### src/pad_map.svh
// address map constants for the peripheral address decoder
`ifndef PAD_MAP_SVH
`define PAD_MAP_SVH
`define PAD_REG_TOP 24'h000FFF
`define PAD_ID_LO 24'h000000
`define PAD_ID_HI 24'h000003
`define PAD_INT_LO 24'h000010
`define PAD_INT_HI 24'h00001F
`define PAD_MMC_LO 24'h000070
`define PAD_MMC_HI 24'h00008F
`define PAD_DBU_LO 24'h000100
`define PAD_DBU_HI 24'h00017F
`define PAD_PRT_LO 24'h000200
`define PAD_PRT_HI 24'h00037F
`define PAD_FLC_LO 24'h000380
`define PAD_FLC_HI 24'h00039F
`define PAD_ECC_LO 24'h0003C0
`define PAD_ECC_HI 24'h0003CF
`define PAD_FTM_LO 24'h000400
`define PAD_FTM_HI 24'h00042F
`define PAD_PWA_LO 24'h000480
`define PAD_PWA_HI 24'h0004AF
`define PAD_PWB_LO 24'h000500
`define PAD_PWB_HI 24'h00052F
`define PAD_CTM_LO 24'h0005C0
`define PAD_CTM_HI 24'h0005EF
`define PAD_ADC_LO 24'h000600
`define PAD_ADC_HI 24'h00063F
`define PAD_DAC_LO 24'h000680
`define PAD_DAC_HI 24'h000687
`define PAD_CMA_LO 24'h000690
`define PAD_CMA_HI 24'h000697
`define PAD_CMB_LO 24'h000698
`define PAD_CMB_HI 24'h00069F
`define PAD_CPM_LO 24'h0006C0
`define PAD_CPM_HI 24'h0006DF
`define PAD_SUP_LO 24'h0006F0
`define PAD_SUP_HI 24'h0006F7
`define PAD_SEA_LO 24'h000700
`define PAD_SEA_HI 24'h000707
`define PAD_SEB_LO 24'h000710
`define PAD_SEB_HI 24'h000717
`define PAD_SPA_LO 24'h000780
`define PAD_SPA_HI 24'h000787
`define PAD_SPB_LO 24'h000790
`define PAD_SPB_HI 24'h000797
`define PAD_TWI_LO 24'h0007C0
`define PAD_TWI_HI 24'h0007C7
`define PAD_CAN_LO 24'h000800
`define PAD_CAN_HI 24'h00083F
`define PAD_CPY_LO 24'h000990
`define PAD_CPY_HI 24'h000997
`define PAD_SNT_LO 24'h0009A0
`define PAD_SNT_HI 24'h0009AF
`define PAD_SRAM_LO 24'h001000
`define PAD_SRAM_4K 24'h001FFF
`define PAD_SRAM_8K 24'h002FFF
`define PAD_SRAM_12K 24'h003FFF
`define PAD_EE_LO 24'h100000
`define PAD_EE_1K 24'h1003FF
`define PAD_EE_2K 24'h1007FF
`define PAD_FL_HI 24'hFFFFFF
`define PAD_FL_64K 24'hFF0000
`define PAD_FL_96K 24'hFE8000
`define PAD_FL_128K 24'hFE0000
`define PAD_FL_192K 24'hFD0000
`define PAD_VAR_64 2'h0
`define PAD_VAR_96 2'h1
`define PAD_VAR_128 2'h2
`define PAD_VAR_192 2'h3
`define PAD_NSEL 23
`endif

### src/pad_pkg.sv
// types for the peripheral address decoder
package pad_pkg;
    typedef enum logic [4:0] {
        PAD_SEL_NONE = 5'h00,
        PAD_SEL_ID = 5'h01,
        PAD_SEL_MEM = 5'h02,
        PAD_SEL_WIN = 5'h03
    } pad_kind_t;
    typedef struct packed {
        logic [23:0] addr;
        logic rd;
        logic wr;
        logic [7:0] wdata;
    } pad_bus_t;
    typedef struct packed {
        logic [7:0] rdata;
        logic ack;
    } pad_resp_t;
    typedef struct packed {
        logic sram;
        logic eeprom;
        logic flash;
    } pad_mem_t;
    typedef struct packed {
        pad_resp_t resp;
    } pad_state_t;
endpackage

### src/pad_decoder.sv
// peripheral address decoder: module selects, memory routing, part identity
`timescale 1ns/1ps
`include "pad_map.svh"

module pad_decoder
    import pad_pkg::*;
#(
    // arbitrary identity value, not taken from any real part
    parameter logic [31:0] PART_IDENTITY = 32'h1234ABCD
) (
    input wire logic clk_in,
    input wire logic rst_in,
    input wire logic [1:0] variant_in,
    input wire pad_bus_t bus_in,
    input wire logic [`PAD_NSEL*8-1:0] mod_rdata_in,
    input wire logic [7:0] mem_rdata_in,
    output logic [`PAD_NSEL-1:0] mod_sel_out,
    output pad_mem_t mem_sel_out,
    output logic mod_wr_out,
    output logic mod_rd_out,
    output pad_resp_t resp_out
);
    // select index order: int mmc dbu prt flc ecc ftm pwa pwb ctm adc dac
    // cma cmb cpm sup sea seb spa spb twi can cpy, then sent at bit 22
    function automatic logic in_rng(input logic [23:0] a,
                                    input logic [23:0] lo,
                                    input logic [23:0] hi);
        in_rng = (a >= lo) && (a <= hi);
    endfunction

    pad_state_t state;
    pad_state_t next_state;
    logic [`PAD_NSEL-1:0] sel;
    logic id_hit;
    logic reserved;
    pad_mem_t mem;
    logic [23:0] sram_hi;
    logic [23:0] ee_hi;
    logic [23:0] fl_lo;
    logic [7:0] id_byte;
    logic [7:0] mod_rd;
    logic [7:0] rd_mux;
    logic [23:0] a;

    assign a = bus_in.addr;

    always_comb begin
        sel = '0;
        sel[0] = in_rng(a, `PAD_INT_LO, `PAD_INT_HI);
        sel[1] = in_rng(a, `PAD_MMC_LO, `PAD_MMC_HI);
        sel[2] = in_rng(a, `PAD_DBU_LO, `PAD_DBU_HI);
        sel[3] = in_rng(a, `PAD_PRT_LO, `PAD_PRT_HI);
        sel[4] = in_rng(a, `PAD_FLC_LO, `PAD_FLC_HI);
        sel[5] = in_rng(a, `PAD_ECC_LO, `PAD_ECC_HI);
        sel[6] = in_rng(a, `PAD_FTM_LO, `PAD_FTM_HI);
        sel[7] = in_rng(a, `PAD_PWA_LO, `PAD_PWA_HI);
        sel[8] = in_rng(a, `PAD_PWB_LO, `PAD_PWB_HI);
        sel[9] = in_rng(a, `PAD_CTM_LO, `PAD_CTM_HI);
        sel[10] = in_rng(a, `PAD_ADC_LO, `PAD_ADC_HI);
        sel[11] = in_rng(a, `PAD_DAC_LO, `PAD_DAC_HI);
        sel[12] = in_rng(a, `PAD_CMA_LO, `PAD_CMA_HI);
        sel[13] = in_rng(a, `PAD_CMB_LO, `PAD_CMB_HI);
        sel[14] = in_rng(a, `PAD_CPM_LO, `PAD_CPM_HI);
        sel[15] = in_rng(a, `PAD_SUP_LO, `PAD_SUP_HI);
        sel[16] = in_rng(a, `PAD_SEA_LO, `PAD_SEA_HI);
        sel[17] = in_rng(a, `PAD_SEB_LO, `PAD_SEB_HI);
        sel[18] = in_rng(a, `PAD_SPA_LO, `PAD_SPA_HI);
        sel[19] = in_rng(a, `PAD_SPB_LO, `PAD_SPB_HI);
        sel[20] = in_rng(a, `PAD_TWI_LO, `PAD_TWI_HI);
        // windows are tested directly, so printed overlaps cannot mask them
        sel[21] = in_rng(a, `PAD_CAN_LO, `PAD_CAN_HI);
        sel[22] = in_rng(a, `PAD_CPY_LO, `PAD_CPY_HI) |
                  in_rng(a, `PAD_SNT_LO, `PAD_SNT_HI);
    end

    // sent transmitter hit on its own, for the shared select check
    logic sent_hit;
    assign sent_hit = in_rng(a, `PAD_SNT_LO, `PAD_SNT_HI);

    assign id_hit = in_rng(a, `PAD_ID_LO, `PAD_ID_HI);
    assign reserved = (a <= `PAD_REG_TOP) && !id_hit && (sel == '0);

    always_comb begin
        case (variant_in)
            `PAD_VAR_64: begin
                sram_hi = `PAD_SRAM_4K;
                ee_hi = `PAD_EE_1K;
                fl_lo = `PAD_FL_64K;
            end
            `PAD_VAR_96: begin
                sram_hi = `PAD_SRAM_8K;
                ee_hi = `PAD_EE_2K;
                fl_lo = `PAD_FL_96K;
            end
            `PAD_VAR_128: begin
                sram_hi = `PAD_SRAM_8K;
                ee_hi = `PAD_EE_2K;
                fl_lo = `PAD_FL_128K;
            end
            default: begin
                sram_hi = `PAD_SRAM_12K;
                ee_hi = `PAD_EE_2K;
                fl_lo = `PAD_FL_192K;
            end
        endcase
        mem.sram = in_rng(a, `PAD_SRAM_LO, sram_hi);
        mem.eeprom = in_rng(a, `PAD_EE_LO, ee_hi);
        mem.flash = in_rng(a, fl_lo, `PAD_FL_HI);
    end

    // selects only during an access; reserved space gets no strobe at all
    assign mod_sel_out = (bus_in.rd | bus_in.wr) ? sel : '0;
    assign mem_sel_out = (bus_in.rd | bus_in.wr) ? mem : '0;
    assign mod_wr_out = bus_in.wr & (sel != '0);
    assign mod_rd_out = bus_in.rd & (sel != '0);

    // identity bytes: byte 0 holds the most significant part
    always_comb begin
        case (a[1:0])
            2'h0: id_byte = PART_IDENTITY[31:24];
            2'h1: id_byte = PART_IDENTITY[23:16];
            2'h2: id_byte = PART_IDENTITY[15:8];
            default: id_byte = PART_IDENTITY[7:0];
        endcase
    end

    always_comb begin
        mod_rd = 8'h00;
        for (int i = 0; i < `PAD_NSEL; i++) begin
            if (sel[i]) begin
                mod_rd = mod_rdata_in[i*8 +: 8];
            end
        end
        if (id_hit) begin
            rd_mux = id_byte;
        end else if (reserved) begin
            rd_mux = 8'h00;
        end else if (sel != '0) begin
            rd_mux = mod_rd;
        end else if (mem != '0) begin
            rd_mux = mem_rdata_in;
        end else begin
            rd_mux = 8'h00;
        end
    end

    // one-cycle registered answer; every access, reserved or not, completes
    always_comb begin
        next_state = state;
        next_state.resp.ack = bus_in.rd | bus_in.wr;
        next_state.resp.rdata = bus_in.rd ? rd_mux : 8'h00;
    end

    always_ff @(posedge clk_in or posedge rst_in) begin
        if (rst_in) begin
            state <= '0;
        end else begin
            state <= next_state;
        end
    end

    assign resp_out = state.resp;

    logic bus_act;
    assign bus_act = bus_in.rd | bus_in.wr;

    one_sel_a: assert property (
        @(posedge clk_in) disable iff (rst_in)
        $onehot0(mod_sel_out))
        else $error("multiple selects");
    rsvd_read_a: assert property (
        @(posedge clk_in) disable iff (rst_in)
        (bus_in.rd && reserved) |=> resp_out.ack && resp_out.rdata == 8'h00)
        else $error("reserved read not zero");
    rsvd_write_a: assert property (
        @(posedge clk_in) disable iff (rst_in)
        (bus_in.wr && reserved) |-> !mod_wr_out && mod_sel_out == '0)
        else $error("reserved write reached module");
    id_read_a: assert property (
        @(posedge clk_in) disable iff (rst_in)
        (bus_in.rd && a == `PAD_ID_LO) |=>
        resp_out.rdata == PART_IDENTITY[31:24])
        else $error("identity byte wrong");
    id_write_a: assert property (
        @(posedge clk_in) disable iff (rst_in)
        (bus_in.wr && id_hit) |-> !mod_wr_out)
        else $error("identity write leaked");
    can_win_a: assert property (
        @(posedge clk_in) disable iff (rst_in)
        (bus_in.rd && a == `PAD_CAN_LO) |-> mod_sel_out[21])
        else $error("can window lost");
    sent_win_a: assert property (
        @(posedge clk_in) disable iff (rst_in)
        (bus_in.rd && sent_hit) |-> mod_sel_out[22])
        else $error("sent window not selected");
    flash_top_a: assert property (
        @(posedge clk_in) disable iff (rst_in)
        (bus_in.rd && a == `PAD_FL_HI) |-> mem_sel_out.flash)
        else $error("flash top unrouted");
    sram_base_a: assert property (
        @(posedge clk_in) disable iff (rst_in)
        (bus_in.rd && a == `PAD_SRAM_LO) |-> mem_sel_out.sram)
        else $error("sram base unrouted");
    adc_win_a: assert property (
        @(posedge clk_in) disable iff (rst_in)
        (bus_in.wr && a == `PAD_ADC_HI) |-> mod_sel_out[10])
        else $error("converter window wrong");
    int_win_a: assert property (
        @(posedge clk_in) disable iff (rst_in)
        (bus_act && a == `PAD_INT_LO) |-> mod_sel_out[0])
        else $error("interrupt window lost");
    mmc_win_a: assert property (
        @(posedge clk_in) disable iff (rst_in)
        (bus_act && a == `PAD_MMC_HI) |-> mod_sel_out[1])
        else $error("memory mapping window lost");
    dbu_win_a: assert property (
        @(posedge clk_in) disable iff (rst_in)
        (bus_act && a == `PAD_DBU_LO) |-> mod_sel_out[2])
        else $error("debug window lost");
    prt_win_a: assert property (
        @(posedge clk_in) disable iff (rst_in)
        (bus_act && a == `PAD_PRT_HI) |-> mod_sel_out[3])
        else $error("port integration window lost");
    flc_win_a: assert property (
        @(posedge clk_in) disable iff (rst_in)
        (bus_act && a == `PAD_FLC_LO) |-> mod_sel_out[4])
        else $error("flash control window lost");
    ecc_win_a: assert property (
        @(posedge clk_in) disable iff (rst_in)
        (bus_act && a == `PAD_ECC_HI) |-> mod_sel_out[5])
        else $error("ram ecc window lost");
    ftm_win_a: assert property (
        @(posedge clk_in) disable iff (rst_in)
        (bus_act && a == `PAD_FTM_LO) |-> mod_sel_out[6])
        else $error("fast timer window lost");
    pwa_win_a: assert property (
        @(posedge clk_in) disable iff (rst_in)
        (bus_act && a == `PAD_PWA_HI) |-> mod_sel_out[7])
        else $error("first modulator window lost");
    pwb_win_a: assert property (
        @(posedge clk_in) disable iff (rst_in)
        (bus_act && a == `PAD_PWB_LO) |-> mod_sel_out[8])
        else $error("second modulator window lost");
    ctm_win_a: assert property (
        @(posedge clk_in) disable iff (rst_in)
        (bus_act && a == `PAD_CTM_HI) |-> mod_sel_out[9])
        else $error("capture timer window lost");
    dac_win_a: assert property (
        @(posedge clk_in) disable iff (rst_in)
        (bus_act && a == `PAD_DAC_LO) |-> mod_sel_out[11])
        else $error("dac window lost");
    cma_win_a: assert property (
        @(posedge clk_in) disable iff (rst_in)
        (bus_act && a == `PAD_CMA_HI) |-> mod_sel_out[12])
        else $error("first comparator window lost");
    cmb_win_a: assert property (
        @(posedge clk_in) disable iff (rst_in)
        (bus_act && a == `PAD_CMB_LO) |-> mod_sel_out[13])
        else $error("second comparator window lost");
    cpm_win_a: assert property (
        @(posedge clk_in) disable iff (rst_in)
        (bus_act && a == `PAD_CPM_HI) |-> mod_sel_out[14])
        else $error("clock and power window lost");
    sup_win_a: assert property (
        @(posedge clk_in) disable iff (rst_in)
        (bus_act && a == `PAD_SUP_LO) |-> mod_sel_out[15])
        else $error("supply sensor window lost");
    sea_win_a: assert property (
        @(posedge clk_in) disable iff (rst_in)
        (bus_act && a == `PAD_SEA_HI) |-> mod_sel_out[16])
        else $error("first serial window lost");
    seb_win_a: assert property (
        @(posedge clk_in) disable iff (rst_in)
        (bus_act && a == `PAD_SEB_LO) |-> mod_sel_out[17])
        else $error("second serial window lost");
    spa_win_a: assert property (
        @(posedge clk_in) disable iff (rst_in)
        (bus_act && a == `PAD_SPA_HI) |-> mod_sel_out[18])
        else $error("first spi window lost");
    spb_win_a: assert property (
        @(posedge clk_in) disable iff (rst_in)
        (bus_act && a == `PAD_SPB_LO) |-> mod_sel_out[19])
        else $error("second spi window lost");
    twi_win_a: assert property (
        @(posedge clk_in) disable iff (rst_in)
        (bus_act && a == `PAD_TWI_HI) |-> mod_sel_out[20])
        else $error("two-wire window lost");
    cpy_win_a: assert property (
        @(posedge clk_in) disable iff (rst_in)
        (bus_act && a == `PAD_CPY_LO) |-> mod_sel_out[22])
        else $error("can transceiver window lost");
    gap_rsvd_a: assert property (
        @(posedge clk_in) disable iff (rst_in)
        (bus_in.rd && a > `PAD_TWI_HI && a < `PAD_CAN_LO) |=>
        resp_out.ack && resp_out.rdata == 8'h00)
        else $error("gap below can window not reserved");
    tail_rsvd_a: assert property (
        @(posedge clk_in) disable iff (rst_in)
        (bus_in.rd && a > `PAD_SNT_HI && a <= `PAD_REG_TOP) |=>
        resp_out.ack && resp_out.rdata == 8'h00)
        else $error("tail span not reserved");
    resp_ack_a: assert property (
        @(posedge clk_in) disable iff (rst_in)
        bus_act |=> resp_out.ack)
        else $error("access not acknowledged");
    mem_data_a: assert property (
        @(posedge clk_in) disable iff (rst_in)
        (bus_in.rd && mem_sel_out != '0) |=>
        resp_out.rdata == $past(mem_rdata_in))
        else $error("memory read data not returned");
endmodule

### config.mk
export PLATFORM = sky130hd
export DESIGN_NAME = pad_decoder
export DESIGN_NICKNAME = d
export VERILOG_FILES = /design/src/pad_pkg.sv /design/src/pad_decoder.sv
export VERILOG_INCLUDE_DIRS = /design/src /design/src/src
export SDC_FILE = /design/constraint.sdc
export NUM_CORES = 1
export LEC_CHECK = 0
export ABC_AREA = 1
export ABC_CLOCK_PERIOD_IN_PS = 5800
export BUFFER_PORTS_ARGS = -buffer_cell sky130_fd_sc_hd__buf_2
export CAP_MARGIN = 20
export CORE_AREA = 3 3 102 104
export DETAILED_ROUTE_END_ITERATION = 6
export DIE_AREA = 0 0 105 107
export GPL_ROUTABILITY_DRIVEN = 1
export PLACE_DENSITY = 0.79
export SYNTH_ARGS = -nofsm -noshare
export SYNTH_HDL_FRONTEND = slang
export SYNTH_SLANG_ARGS = --single-unit
### constraint.sdc
create_clock -name clk_in -period 5.8 [get_ports clk_in]
set_input_delay 1.16 -clock clk_in [delete_from_list [all_inputs] [get_ports clk_in]]
set_output_delay 1.16 -clock clk_in [all_outputs]
set_load 0.005 [all_outputs]
Yosys cells after proc, flatten, opt, wreduce, memory -nomap -nowiden. Cells that the tools add are included.

Register bits: 9. Input bits: 230. Output and inout bits: 37.

$lt $le $gt $ge: 57. Equality and inequality tests: 4. Muxes and demuxes: 34. Bitwise gates (word level): 4. Reduce and logical (&&, ||, !) cells: 37.

Operators with widths (count): 24-bit by 11-bit greater-or-equal comparator with 1-bit output (second input constant) (15); 24-bit by 11-bit less-or-equal comparator with 1-bit output (second input constant) (15); 8-bit two-way mux (28); 24-bit by 12-bit less-or-equal comparator with 1-bit output (second input constant) (4); 24-bit by 10-bit greater-or-equal comparator with 1-bit output (second input constant) (3); 24-bit by 12-bit greater-or-equal comparator with 1-bit output (second input constant) (3); 24-bit by 10-bit less-or-equal comparator with 1-bit output (second input constant) (3); 18-bit case mux with 3 select lines (1); 24-bit less-or-equal comparator (2); 1-bit logical AND (30); 14-bit case mux with 2 select lines (1); 24-bit by 1-bit greater-or-equal comparator with 1-bit output (second input constant) (1); 24-bit by 13-bit greater-or-equal comparator with 1-bit output (second input constant) (1); 24-bit by 21-bit greater-or-equal comparator with 1-bit output (second input constant) (1); 24-bit greater-or-equal comparator (1); 24-bit by 5-bit greater-or-equal comparator with 1-bit output (second input constant) (1); 24-bit by 7-bit greater-or-equal comparator with 1-bit output (second input constant) (1); 24-bit by 9-bit greater-or-equal comparator with 1-bit output (second input constant) (1); 24-bit by 2-bit less-or-equal comparator with 1-bit output (second input constant) (1); 24-bit less-or-equal comparator (second input constant) (1); 24-bit by 5-bit less-or-equal comparator with 1-bit output (second input constant) (1); 24-bit by 8-bit less-or-equal comparator with 1-bit output (second input constant) (1); 24-bit by 9-bit less-or-equal comparator with 1-bit output (second input constant) (1); 8-bit case mux with 3 select lines (1); 13 further kinds (18).

Logic depth before layout (Yosys ltp). Gate-level depths: netlist of the first run.

Depth in word-level cells: 29. Depth in mapped cells: 30. Gate-level depth less buffers: 29.

Worst setup path before layout of the first run. Ideal clock, no wire load.

Path kind: input -> output. Start point: in bus_in[17] in the netlist's numbering. End point: out mod_rd_out. Arrival time: 2977 ps. Path slack: 1663 ps. Stages: 14. Cells stage by stage: buf_4 inv_2 nand2_1 inv_1 nand2_1 nor4_2 inv_1 nand3_1 nor3_1 nand3_1 nor3_1 nand3_1 nand2_1 inv_1.

Word-level cells in the longest chain between the ends: 5. Elaborated cells on any way between the ends: 75. Those cells by class: order compare (48); bitwise (2); reduce/logical (25).

RTL lines: start: declaration (RTL line pad_decoder.sv:14) `input wire pad_bus_t bus_in,`; 24-bit by 12-bit greater-or-equal comparator with 1-bit output (tied with other cells) (RTL line pad_decoder.sv:28) `in_rng = (a >= lo) && (a <= hi);`; 1-bit logical AND, on equally long branches; 1-bit OR (RTL line pad_decoder.sv:72) `` sel[22] = in_rng(a, `PAD_CPY_LO, `PAD_CPY_HI) | ``; 23-bit nonzero test (*) (RTL line pad_decoder.sv:115) `assign mod_rd_out = bus_in.rd & (sel != '0);`; 1-bit bitwise AND (*) (RTL line pad_decoder.sv:115); end: declaration (RTL line pad_decoder.sv:20) `output logic mod_rd_out,`.

Every way passes the cells marked *; elsewhere a longest branch is shown, timed or not.

Final worst setup path of the first run.
Start point: in bus_in[33] in the netlist's numbering. End point: out mod_rd_out.

Same word-level chain as after synthesis.

==> summary.md, run 1 <==
| Metric | Value |
|---|---|
| Pin count of the biggest net entering global routing | `20` |
| Die area | `11200 sq um` |
| Total of max-cap violations | `0` |
| Final HPWL DP | `15500 um` |
| Post-synthesis adder-cell area fraction | `4.45%` |
| Port Buffers | `258` |
| Worst path max stage delay | `0.33 ns` |
| Max reg flops | `9` |
| Initial Util | `40.9%` |
| Syn-to-layout area delta | `39.0%` |
| Global route overflow | `0` |
| Setup TNS | `0 ns` |
| Total track usage | `30.6%` |
| Synth Instances | `785` |
| Unique cell type count in the Yosys netlist | `45` |
| Clock root buffer | `clkbuf_8` |
| Worst-path cell chain | `buf_2, nor2_2, nand2_2, inv_2, nand2_1, nor2_1, buf_4, clkinv_1, nand2_1, nand2_1, nor3_1, nand3_1, nor3_1, nand3_1, nand2_1, inv_1, buf_2` |
| Count of state elements after synthesis | `9` |
| Post-synth ARST share | `100%` |
| Post-cts gate resize count | `0` |
| Final ANT Viol Nets | `0` |
| Clock transition at path regs | `0.05 ns` |
| Main combinational cell family by area after synthesis | `simple AND/OR/NAND/NOR gates` |
| Die width | `105 um` |
| Commonest non-fill, non-tap cell in the layout | `buf_2` |
| Compound-Gate Fraction of Synth Area | `14.7%` |
| First-iteration detailed-routing DRC count | `648` |
| Die H | `107 um` |
| Core Area | `9640 sq um` |
| Number of synthesized flops with an enable pin | `0` |
| Slowest cell on crit path | `nand3_1` |
| Critical path startpoint category | `primary input` |
| Ratio of cells with drive above 1 in the final layout | `31.7%` |
| Xor/xnor share of the synthesized area | `0%` |
| Hold_buf cts | `0` |
| Ports | `267` |
| Period utilization | `88.4%` |
| Synth Area per Inst | `5.02 sq um` |
| Synth area leader | `nand2_1` |
| Share of the yosys chip area belonging to registers | `5.72%` |
| RSZ-0062 raised after global routing | `no` |
| Mux contribution to synthesized area | `0%` |
| Most frequent CP cell | `nand2_1` |
| Main synth FF type | `dfrtp_1` |
| Pleak | `0.00329 uW` |
| Worst-Margin Slew | `1.04 ns` |
| DRC viols | `0` |
| CTS tree | `yes` |
| Fillers | `1119` |
| Crit path max-delay family | `simple AND/OR/NAND/NOR gates` |
| Clock Path Buffers | `2` |
| Worst hold slack | `0.880 ns` |
| Via count | `6138` |
| Ranking of synthesized cells by area | `nand2_1 21%, inv_1 12%, nor2_1 11%` |
| Worst Hold Class | `in -> async` |
| Min Tclk post-route | `5.13 ns` |
| Placer congestion estimate | `0.996` |
| Mapped Nets | `1029` |
| Vias per std cell | `5.21` |
| Crit path kind | `in -> out` |
| Mapped Area | `3940 sq um` |
| CP required | `4.64 ns` |
| Power per standard cell area | `52.5 nW/um^2` |
| Average wire per standard cell | `15.6 um` |
| # Post-CTS Setup Buffers | `0` |
| Final Max Tran Viols | `0` |
| Fmax | `0.195 GHz` |
| Post-Route WL | `18400 um` |
| CTS sink count | `9` |
| First-pass GRT wire length | `28000 um` |
| H-tree depth | `1` |
| Most frequent cells in the layout | `258 x buf_2, 223 x nand2_1, 124 x inv_1, 112 x nor2_1, 65 x nand3_1` |
| Vias in the first global route | `5609` |
| Initial antenna violation count | `0` |
| Crit end category | `primary output` |
| Simple-gate share of the synthesized area | `60.2%` |
| CTS buffer count | `3` |
| Multi-input logic area | `3130 sq um` |
| CP Data Arrival Time | `3.97 ns` |
| Synth warnings | `0` |
| Peak VDD IR | `75.2 uV` |
| Register area | `225 sq um` |
| Row cnt | `36` |
| Worst Path Max Fanout | `11` |
| 1st-pass router iterations | `6` |
| Final setup viols | `0` |
| Fin. Hold Viols | `0` |
| Max_slew headroom | `29.8%` |
| Share of the synthesized area in the top cell type | `21.2%` |
| Status | `finished clean` |
| Net count, final | `1291` |
| Crit path buf inv count | `6` |
| Ant diodes | `0` |
[path summary, 6_finish.rpt]
path	startpoint	to	slack, ns	cells after the start
worst max-delay path	bus_in[33]	mod_rd_out	0.67	17
worst min-delay path	rst_in	resp_out[1]	0.88	2
max in group asynchronous	rst_in	resp_out[8]	4.66	2
min in group clk_in	bus_in[9]	resp_out[7]	1.21	3
[report_power, final]
group | internal (uW) | switching (uW) | leakage, uW
logic | 71.8 | 78.8 | 0.00314
clock network | 48.0 | 25.5 | 0.0000228
registers | 63.5 | 0.121 | 0.000122
total | 183 | 104 | 0.00329
[layout make-up]
type / instances / share of cell area, %
well taps: 133 / 3.04
clock buffers: 4 / 0.822
inverters: 141 / 9.76
multi-input cells: 624 / 57.2
repair buffers: 268 / 25.1
flip-flops and latches: 9 / 4.11
[through the flow]
step	total power (uW)	cells	area (sq um)	setup slack, ns	util [%]
6_report	288	1179	5480	0.674	56.8
5_1_grt	309	1179	5480	0.386	56.8
4_1_cts	287	1179	5480	0.735	56.8
3_5_place_dp	212	1175	5430	0.751	56.3
3_3_place_gp	209	1174	5420	0.812	56.2
2_1_floorplan	115	785	3940	1.66	-
[layer usage]
metal / vias to the layer above / global-route usage [%] / wire (um)
li1: 3057 / - / -
met2: 366 / 52.6 / 8540
met5: - / 0 / 0
met3: 51 / 3.97 / 1740
met4: 0 / 9.84 / 625
met1: 2664 / 39.6 / 7460
[cells in the mapped netlist, types with 3 or more instances]
library cell  count
or2_1             4
or2_2             8
clkinv_1          3
dfrtp_1           9
o31ai_1           4
ha_1             14
nand2_2           7
clkbuf_1          7
nand3_2           4
nand2_1         223
nand4_1          45
inv_1           124
nor4_1            3
o21ai_0          46
nor3_1           12
nor2_2            8
a21oi_1          28
o21ai_1           7
nor2_1          113
nor2_4            5
inv_2            12
nand3_1          65
a31oi_1           4
nand2_4           3
[kinds of logic after synthesis]
kind of cell             Yosys count
AO/OA/AOI/OAI                    101
AND/OR/NAND/NOR                  509
buffers and inverters            152
flip-flops                         9
adder cells (fa/ha/maj)           14
Note: power is estimated with default switching activity, not from simulation.
==> inputs of run 2 (changes only) <==
==> constraint.sdc (replaced) <==
create_clock -name clk_in -period 5.8 [get_ports clk_in]
set_input_delay 1.16 -clock clk_in [delete_from_list [all_inputs] [get_ports clk_in]]
set_output_delay 1.16 -clock clk_in [all_outputs]
set_load 0.02 [all_outputs]
==> run 2 against run 1 <==
Net effect: routed wire length fell by 1.1%; sequential power hardly changed; largest cell class unchanged; combinational power hardly changed; clock-buffer cell count is the same; core utilization decreased by 0.23 points; critical path type unchanged; cell count decreased by 0.17%; die area stayed put; critical endpoint is now mod_wr_out.
==> summary.md, run 2 (synthesis results as in run 1) <==
| Metric | Value |
|---|---|
| Status | `finished clean (unchanged)` |
| Worst Hold Class | `in -> async (unchanged)` |
| Final instance area | `5450 sq um (was 5480 sq um)` |
| Clk pwr share | `25.1% (was 25.5%)` |
| Commonest non-fill, non-tap cell in the layout | `buf_2 (unchanged)` |
| First-pass GRT wire length | `27400 um (was 28000 um)` |
| Core Area | `9640 sq um (unchanged)` |
| Fmax | `0.194 GHz (was 0.195 GHz)` |
| H-tree depth | `1 (unchanged)` |
| # Post-CTS Setup Buffers | `0 (unchanged)` |
| Min Tclk post-route | `5.15 ns (was 5.13 ns)` |
| Vias per std cell | `5.18 (was 5.21)` |
| CTS sink count | `9 (unchanged)` |
| Total track usage | `29.9% (was 30.6%)` |
| Final HPWL DP | `15300 um (was 15500 um)` |
| 1st-pass router iterations | `5 (was 6)` |
| Die area | `11200 sq um (unchanged)` |
| Clock transition at path regs | `0.04 ns (was 0.05 ns)` |
| Final Max Tran Viols | `0 (unchanged)` |
| Post-cts gate resize count | `0 (unchanged)` |
| CTS tree | `yes (unchanged)` |
| Fillers | `1087 (was 1119)` |
| Peak VDD IR | `127 uV (was 75.2 uV)` |
| Pleak | `0.00328 uW (was 0.00329 uW)` |
| Tot Pwr | `284 uW (was 288 uW)` |
| Power per standard cell area | `52.1 nW/um^2 (was 52.5 nW/um^2)` |
| Worst hold slack | `0.871 ns (was 0.880 ns)` |
| Initial antenna violation count | `0 (unchanged)` |
| Sequential share of power | `22.4% (was 22.1%)` |
| Total of max-cap violations | `0 (unchanged)` |
| Period utilization | `88.8% (was 88.4%)` |
| Setup TNS | `0 ns (unchanged)` |
| Ant diodes | `0 (unchanged)` |
| CTS buffer count | `3 (unchanged)` |
| Max_slew headroom | `29.1% (was 29.8%)` |
| Placer congestion estimate | `0.967 (was 0.996)` |
| Clock Path Buffers | `2 (unchanged)` |
| Row cnt | `36 (unchanged)` |
| RSZ-0062 raised after global routing | `no (unchanged)` |
| Die H | `107 um (unchanged)` |
| First-iteration detailed-routing DRC count | `616 (was 648)` |
| Pin count of the biggest net entering global routing | `28 (was 20)` |
| DRC viols | `0 (unchanged)` |
| Clock root buffer | `clkbuf_8 (unchanged)` |
| Post-Route WL | `18200 um (was 18400 um)` |
| Sw frac | `36.1% (was 36.3%)` |
| Final core occ | `56.6% (was 56.8%)` |
| NetSw | `103 uW (was 104 uW)` |
| Crit end category | `primary output (unchanged)` |
| Max reg flops | `9 (unchanged)` |
| Logic pwr share | `52.5% (was 52.3%)` |
| Area after DPL | `5410 sq um (was 5430 sq um)` |
| Int Power | `182 uW (was 183 uW)` |
| Worst-Margin Slew | `1.05 ns (was 1.04 ns)` |
| CP Data Arrival Time | `3.99 ns (was 3.97 ns)` |
| Final setup viols | `0 (unchanged)` |
| Average wire per standard cell | `15.4 um (was 15.6 um)` |
| Crit path kind | `in -> out (unchanged)` |
| Hold_buf cts | `0 (unchanged)` |
| Critical Path Source | `bus_in[33] (unchanged)` |
| Initial Util | `40.9% (unchanged)` |
| Fin. Hold Viols | `0 (unchanged)` |
| Critical path startpoint category | `primary input (unchanged)` |
| Net count, final | `1289 (was 1291)` |
| Port Buffers | `258 (unchanged)` |
| Vias in the first global route | `5378 (was 5609)` |
| Die width | `105 um (unchanged)` |
| Final ANT Viol Nets | `0 (unchanged)` |
| Ratio of cells with drive above 1 in the final layout | `31.6% (was 31.7%)` |
| Global route overflow | `0 (unchanged)` |
| Ports | `267 (unchanged)` |
| Most frequent cells in the layout | `258 x buf_2, 223 x nand2_1, 124 x inv_1, 112 x nor2_1, 65 x nand3_1 (unchanged)` |
| Worst Path Max Fanout | `11 (unchanged)` |
| CP endpoint | `mod_wr_out (was mod_rd_out)` |
| Syn-to-layout area delta | `38.4% (was 39.0%)` |
| CP required | `4.64 ns (about the same)` |
| Via count | `6092 (was 6138)` |
[run 2: cell count changes in the layout (fill, tap and decap cells not counted), sizes merged]
cell,delta
buf,-2
[run 2: cell type report]
type / instances / area [sq um] / share of cell area, %
well taps: 133 / 166 / 3.05
inverters: 141 / 534 / 9.80
flip-flops and latches: 9 / 225 / 4.13
multi-input cells: 624 / 3130 / 57.4
repair buffers: 266 / 1350 / 24.8
clock buffers: 4 / 45.0 / 0.826
[run 2: metrics by stage]
| step | cells | worst slack [ns] |
|---|---|---|
| final | 1177 | 0.647 |
| after global routing | 1177 | 0.251 |
| after CTS | 1177 | 0.674 |
| after detailed placement | 1173 | 0.686 |
| after global placement | 1173 | 0.718 |
| after floorplan | 785 | 1.58 |
[run 2: critical path: stages]
cell,delay [ns]
buf_2,0.11
nor2_2,0.13
nand2_2,0.11
inv_2,0.13
nand2_1,0.11
nor2_1,0.12
buf_4,0.18
clkinv_1,0.23
nand2_1,0.29
nand2_1,0.08
nor3_1,0.38
nand3_1,0.13
nor3_1,0.19
nand3_1,0.32
nand2_1,0.14
inv_1,0.04
buf_2,0.15
[run 2: power groups by stage]
stage                     logic (uW)  registers [uW]  clock network [uW]
after floorplan                 50.0            65.3                   0
after global placement           146            64.5                   0
after detailed placement         146            64.5                   0
after CTS                        147            63.7                73.2
after global routing             164            63.6                75.4
final                            149            63.7                71.4
[run 2: worst min-delay path by stage]
stage | slack (ns) | startpoint | to
2_1_floorplan | 0.99 | rst_in | resp_out[0]
3_3_place_gp | 1.12 | rst_in | resp_out[0]
3_5_place_dp | 1.13 | rst_in | resp_out[0]
4_1_cts | 0.88 | rst_in | resp_out[1]
5_1_grt | 0.91 | rst_in | resp_out[1]
6_report | 0.87 | rst_in | resp_out[1]
[run 2: routing by layer]
layer	GRT usage (%)	share of wire, %	vias up	routed length (um)
met4	6.65	2.1	0	386
li1	-	-	3057	-
met1	39.0	40	2680	7350
met3	5.06	9.6	37	1750
met5	0	0	-	0
met2	51.7	48	318	8690
==> inputs of run 3 (changes only) <==
--- a/config.mk
+++ b/config.mk
@@ -7,7 +7,7 @@
 export NUM_CORES = 1
 export LEC_CHECK = 0
 export ABC_AREA = 1
-export ABC_CLOCK_PERIOD_IN_PS = 5800
+export ABC_CLOCK_PERIOD_IN_PS = 6300
 export BUFFER_PORTS_ARGS = -buffer_cell sky130_fd_sc_hd__buf_2
 export CAP_MARGIN = 20
 export CORE_AREA = 3 3 102 104
==> constraint.sdc (replaced) <==
create_clock -name clk_in -period 6.3 [get_ports clk_in]
set_input_delay 1.26 -clock clk_in [delete_from_list [all_inputs] [get_ports clk_in]]
set_output_delay 1.26 -clock clk_in [all_outputs]
set_load 0.02 [all_outputs]
==> run 3 against run 2 <==
Net effect: worst setup slack better by 0.26 ns; sequential share of layout area about the same; flip-flop and latch count unchanged.
==> summary.md, run 3 (synthesis results as in run 1) <==
| Metric | Value |
|---|---|
| # Post-CTS Setup Buffers | `0 (unchanged)` |
| Status | `finished clean (unchanged)` |
| Crit end category | `primary output (unchanged)` |
| Worst-Margin Slew | `1.08 ns (was 1.05 ns)` |
| CTS tree | `yes (unchanged)` |
| Total of max-cap violations | `0 (unchanged)` |
| Final setup viols | `0 (unchanged)` |
| Pin count of the biggest net entering global routing | `28 (unchanged)` |
| Fmax | `0.185 GHz` |
| Commonest non-fill, non-tap cell in the layout | `buf_2 (unchanged)` |
| RSZ-0062 raised after global routing | `no (unchanged)` |
| Worst Path Max Fanout | `12 (was 11)` |
| Worst path max stage delay | `0.36 ns (was 0.38 ns)` |
| Top Metal Used | `met4 (unchanged)` |
| Slowest cell on crit path | `nand2_1 (was nor3_1)` |
| Port Buffers | `258 (unchanged)` |
| Ratio of cells with drive above 1 in the final layout | `31.5% (was 31.6%)` |
| Vias in the first global route | `5474 (was 5378)` |
| Crit path kind | `in -> out (unchanged)` |
| Global route overflow | `0 (unchanged)` |
| Min Tclk post-route | `5.39 ns` |
| Syn-to-layout area delta | `38.2% (was 38.4%)` |
| Final ANT Viol Nets | `0 (unchanged)` |
| CTS buffer count | `3 (unchanged)` |
| Row cnt | `36 (unchanged)` |
| Metal2 WL | `8480 um (was 8690 um)` |
| Critical path startpoint category | `primary input (unchanged)` |
| Vias per std cell | `5.19 (was 5.18)` |
| Die width | `105 um (unchanged)` |
| Power per standard cell area | `47.5 nW/um^2 (was 52.1 nW/um^2)` |
| Hold_buf cts | `0 (unchanged)` |
| Most frequent cells in the layout | `258 x buf_2, 223 x nand2_1, 124 x inv_1, 112 x nor2_1, 65 x nand3_1 (unchanged)` |
| Ant diodes | `0 (unchanged)` |
| Clock transition at path regs | `0.04 ns (about the same)` |
| Fin. Hold Viols | `0 (unchanged)` |
| First-iteration detailed-routing DRC count | `745 (was 616)` |
| 1st-pass router iterations | `5 (unchanged)` |
| Total track usage | `29.7% (was 29.9%)` |
| Post-cts gate resize count | `0 (unchanged)` |
| Initial antenna violation count | `0 (unchanged)` |
| Final core occ | `56.5% (was 56.6%)` |
| Placer congestion estimate | `0.999 (was 0.967)` |
| Place WS | `0.946 ns (was 0.686 ns)` |
| DRT met1 WL | `7320 um (was 7350 um)` |
| Average wire per standard cell | `15.4 um (about the same)` |
| Fillers | `1130 (was 1087)` |
| Ports | `267 (unchanged)` |
| Via count | `6107 (was 6092)` |
| Final Max Tran Viols | `0 (unchanged)` |
| Register area | `225 sq um (unchanged)` |
| CP Data Arrival Time | `4.13 ns (was 3.99 ns)` |
| Max reg flops | `9 (unchanged)` |
| First-pass GRT wire length | `27200 um (was 27400 um)` |
| Period utilization | `85.6%` |
| H-tree depth | `1 (unchanged)` |
| Clock root buffer | `clkbuf_8 (unchanged)` |
| CP required | `5.04 ns (was 4.64 ns)` |
| Crit path max-delay family | `simple AND/OR/NAND/NOR gates (unchanged)` |
| Worst-path cell chain | `buf_2, nor2_1, nand2_1, nor2_1, nand2_1, nand3_1, nand2_1, nor3_1, nand3_1, nor3_1, nand3_1, nand2_1, inv_1, buf_2 (was buf_2, nor2_2, nand2_2, inv_2, nand2_1, nor2_1, buf_4, clkinv_1, nand2_1, nand2_1, nor3_1, nand3_1, nor3_1, nand3_1, nand2_1, inv_1, buf_2)` |
| Worst Hold Class | `in -> async (unchanged)` |
| Initial Util | `40.9% (unchanged)` |
| Pleak | `0.00327 uW (was 0.00328 uW)` |
| Crit path buf inv count | `3 (was 6)` |
| Final HPWL DP | `15200 um (was 15300 um)` |
| Slack of the critical path | `0.906 ns (was 0.647 ns)` |
| Die H | `107 um (unchanged)` |
| Setup TNS | `0 ns (unchanged)` |
| Max_slew headroom | `27.3% (was 29.1%)` |
| Final instance area | `5450 sq um (about the same)` |
| Multi-input logic area | `3130 sq um (unchanged)` |
| Clock Path Buffers | `2 (unchanged)` |
| Peak VDD IR | `167 uV (was 127 uV)` |
| Metal3 WL | `1810 um (was 1750 um)` |
| Net count, final | `1288 (was 1289)` |
| Core Area | `9640 sq um (unchanged)` |
| DRC viols | `0 (unchanged)` |
| CTS sink count | `9 (unchanged)` |
| Most frequent CP cell | `nand2_1 (unchanged)` |
| Die area | `11200 sq um (unchanged)` |
| Post-Route WL | `18100 um (was 18200 um)` |
| Area after DPL | `5400 sq um (was 5410 sq um)` |
| Worst hold slack | `0.984 ns (was 0.871 ns)` |
==> run 3: cell count changes in the layout (fill, tap and decap cells not counted), sizes merged <==
cell,before,now
buf,266,265
==> run 3: final cells by class <==
| cell class | instances | area share (%) |
|---|---|---|
| multi-input cells | 624 | 57.5 |
| clock buffers | 4 | 0.827 |
| repair buffers | 265 | 24.7 |
| flip-flops and latches | 9 | 4.14 |
| inverters | 141 | 9.81 |
| well taps | 133 | 3.06 |
==> run 3: how the worst max path moves through the flow <==
stage | endpoint | cells past startpoint | startpoint | slack (ns)
2_1_floorplan | mod_rd_out | 14 | bus_in[17] | 1.88
3_3_place_gp | mod_rd_out | 14 | bus_in[21] | 0.98
3_5_place_dp | mod_wr_out | 14 | bus_in[19] | 0.95
4_1_cts | mod_wr_out | 14 | bus_in[19] | 0.95
5_1_grt | mod_rd_out | 14 | bus_in[19] | 0.53
6_report | mod_wr_out | 14 | bus_in[19] | 0.91
==> run 3: per-stage QoR <==
step	power (uW)	cells
final	259	1176
after global routing	279	1176
after CTS	259	1176
after detailed placement	193	1172
after global placement	193	1172
after floorplan	106	785
==> run 3: where the power goes <==
part           switching, uW  internal [uW]
clock network           19.9           43.8
logic                   72.5           64.1
registers             0.0926           58.5
total                   92.4            167
==> run 3: per-layer routing <==
metal | up-vias | global-route usage (%)
met5 | - | 0
met3 | 39 | 5.30
met1 | 2683 | 38.6
met4 | 0 | 7.40
met2 | 333 | 50.8
li1 | 3052 | -
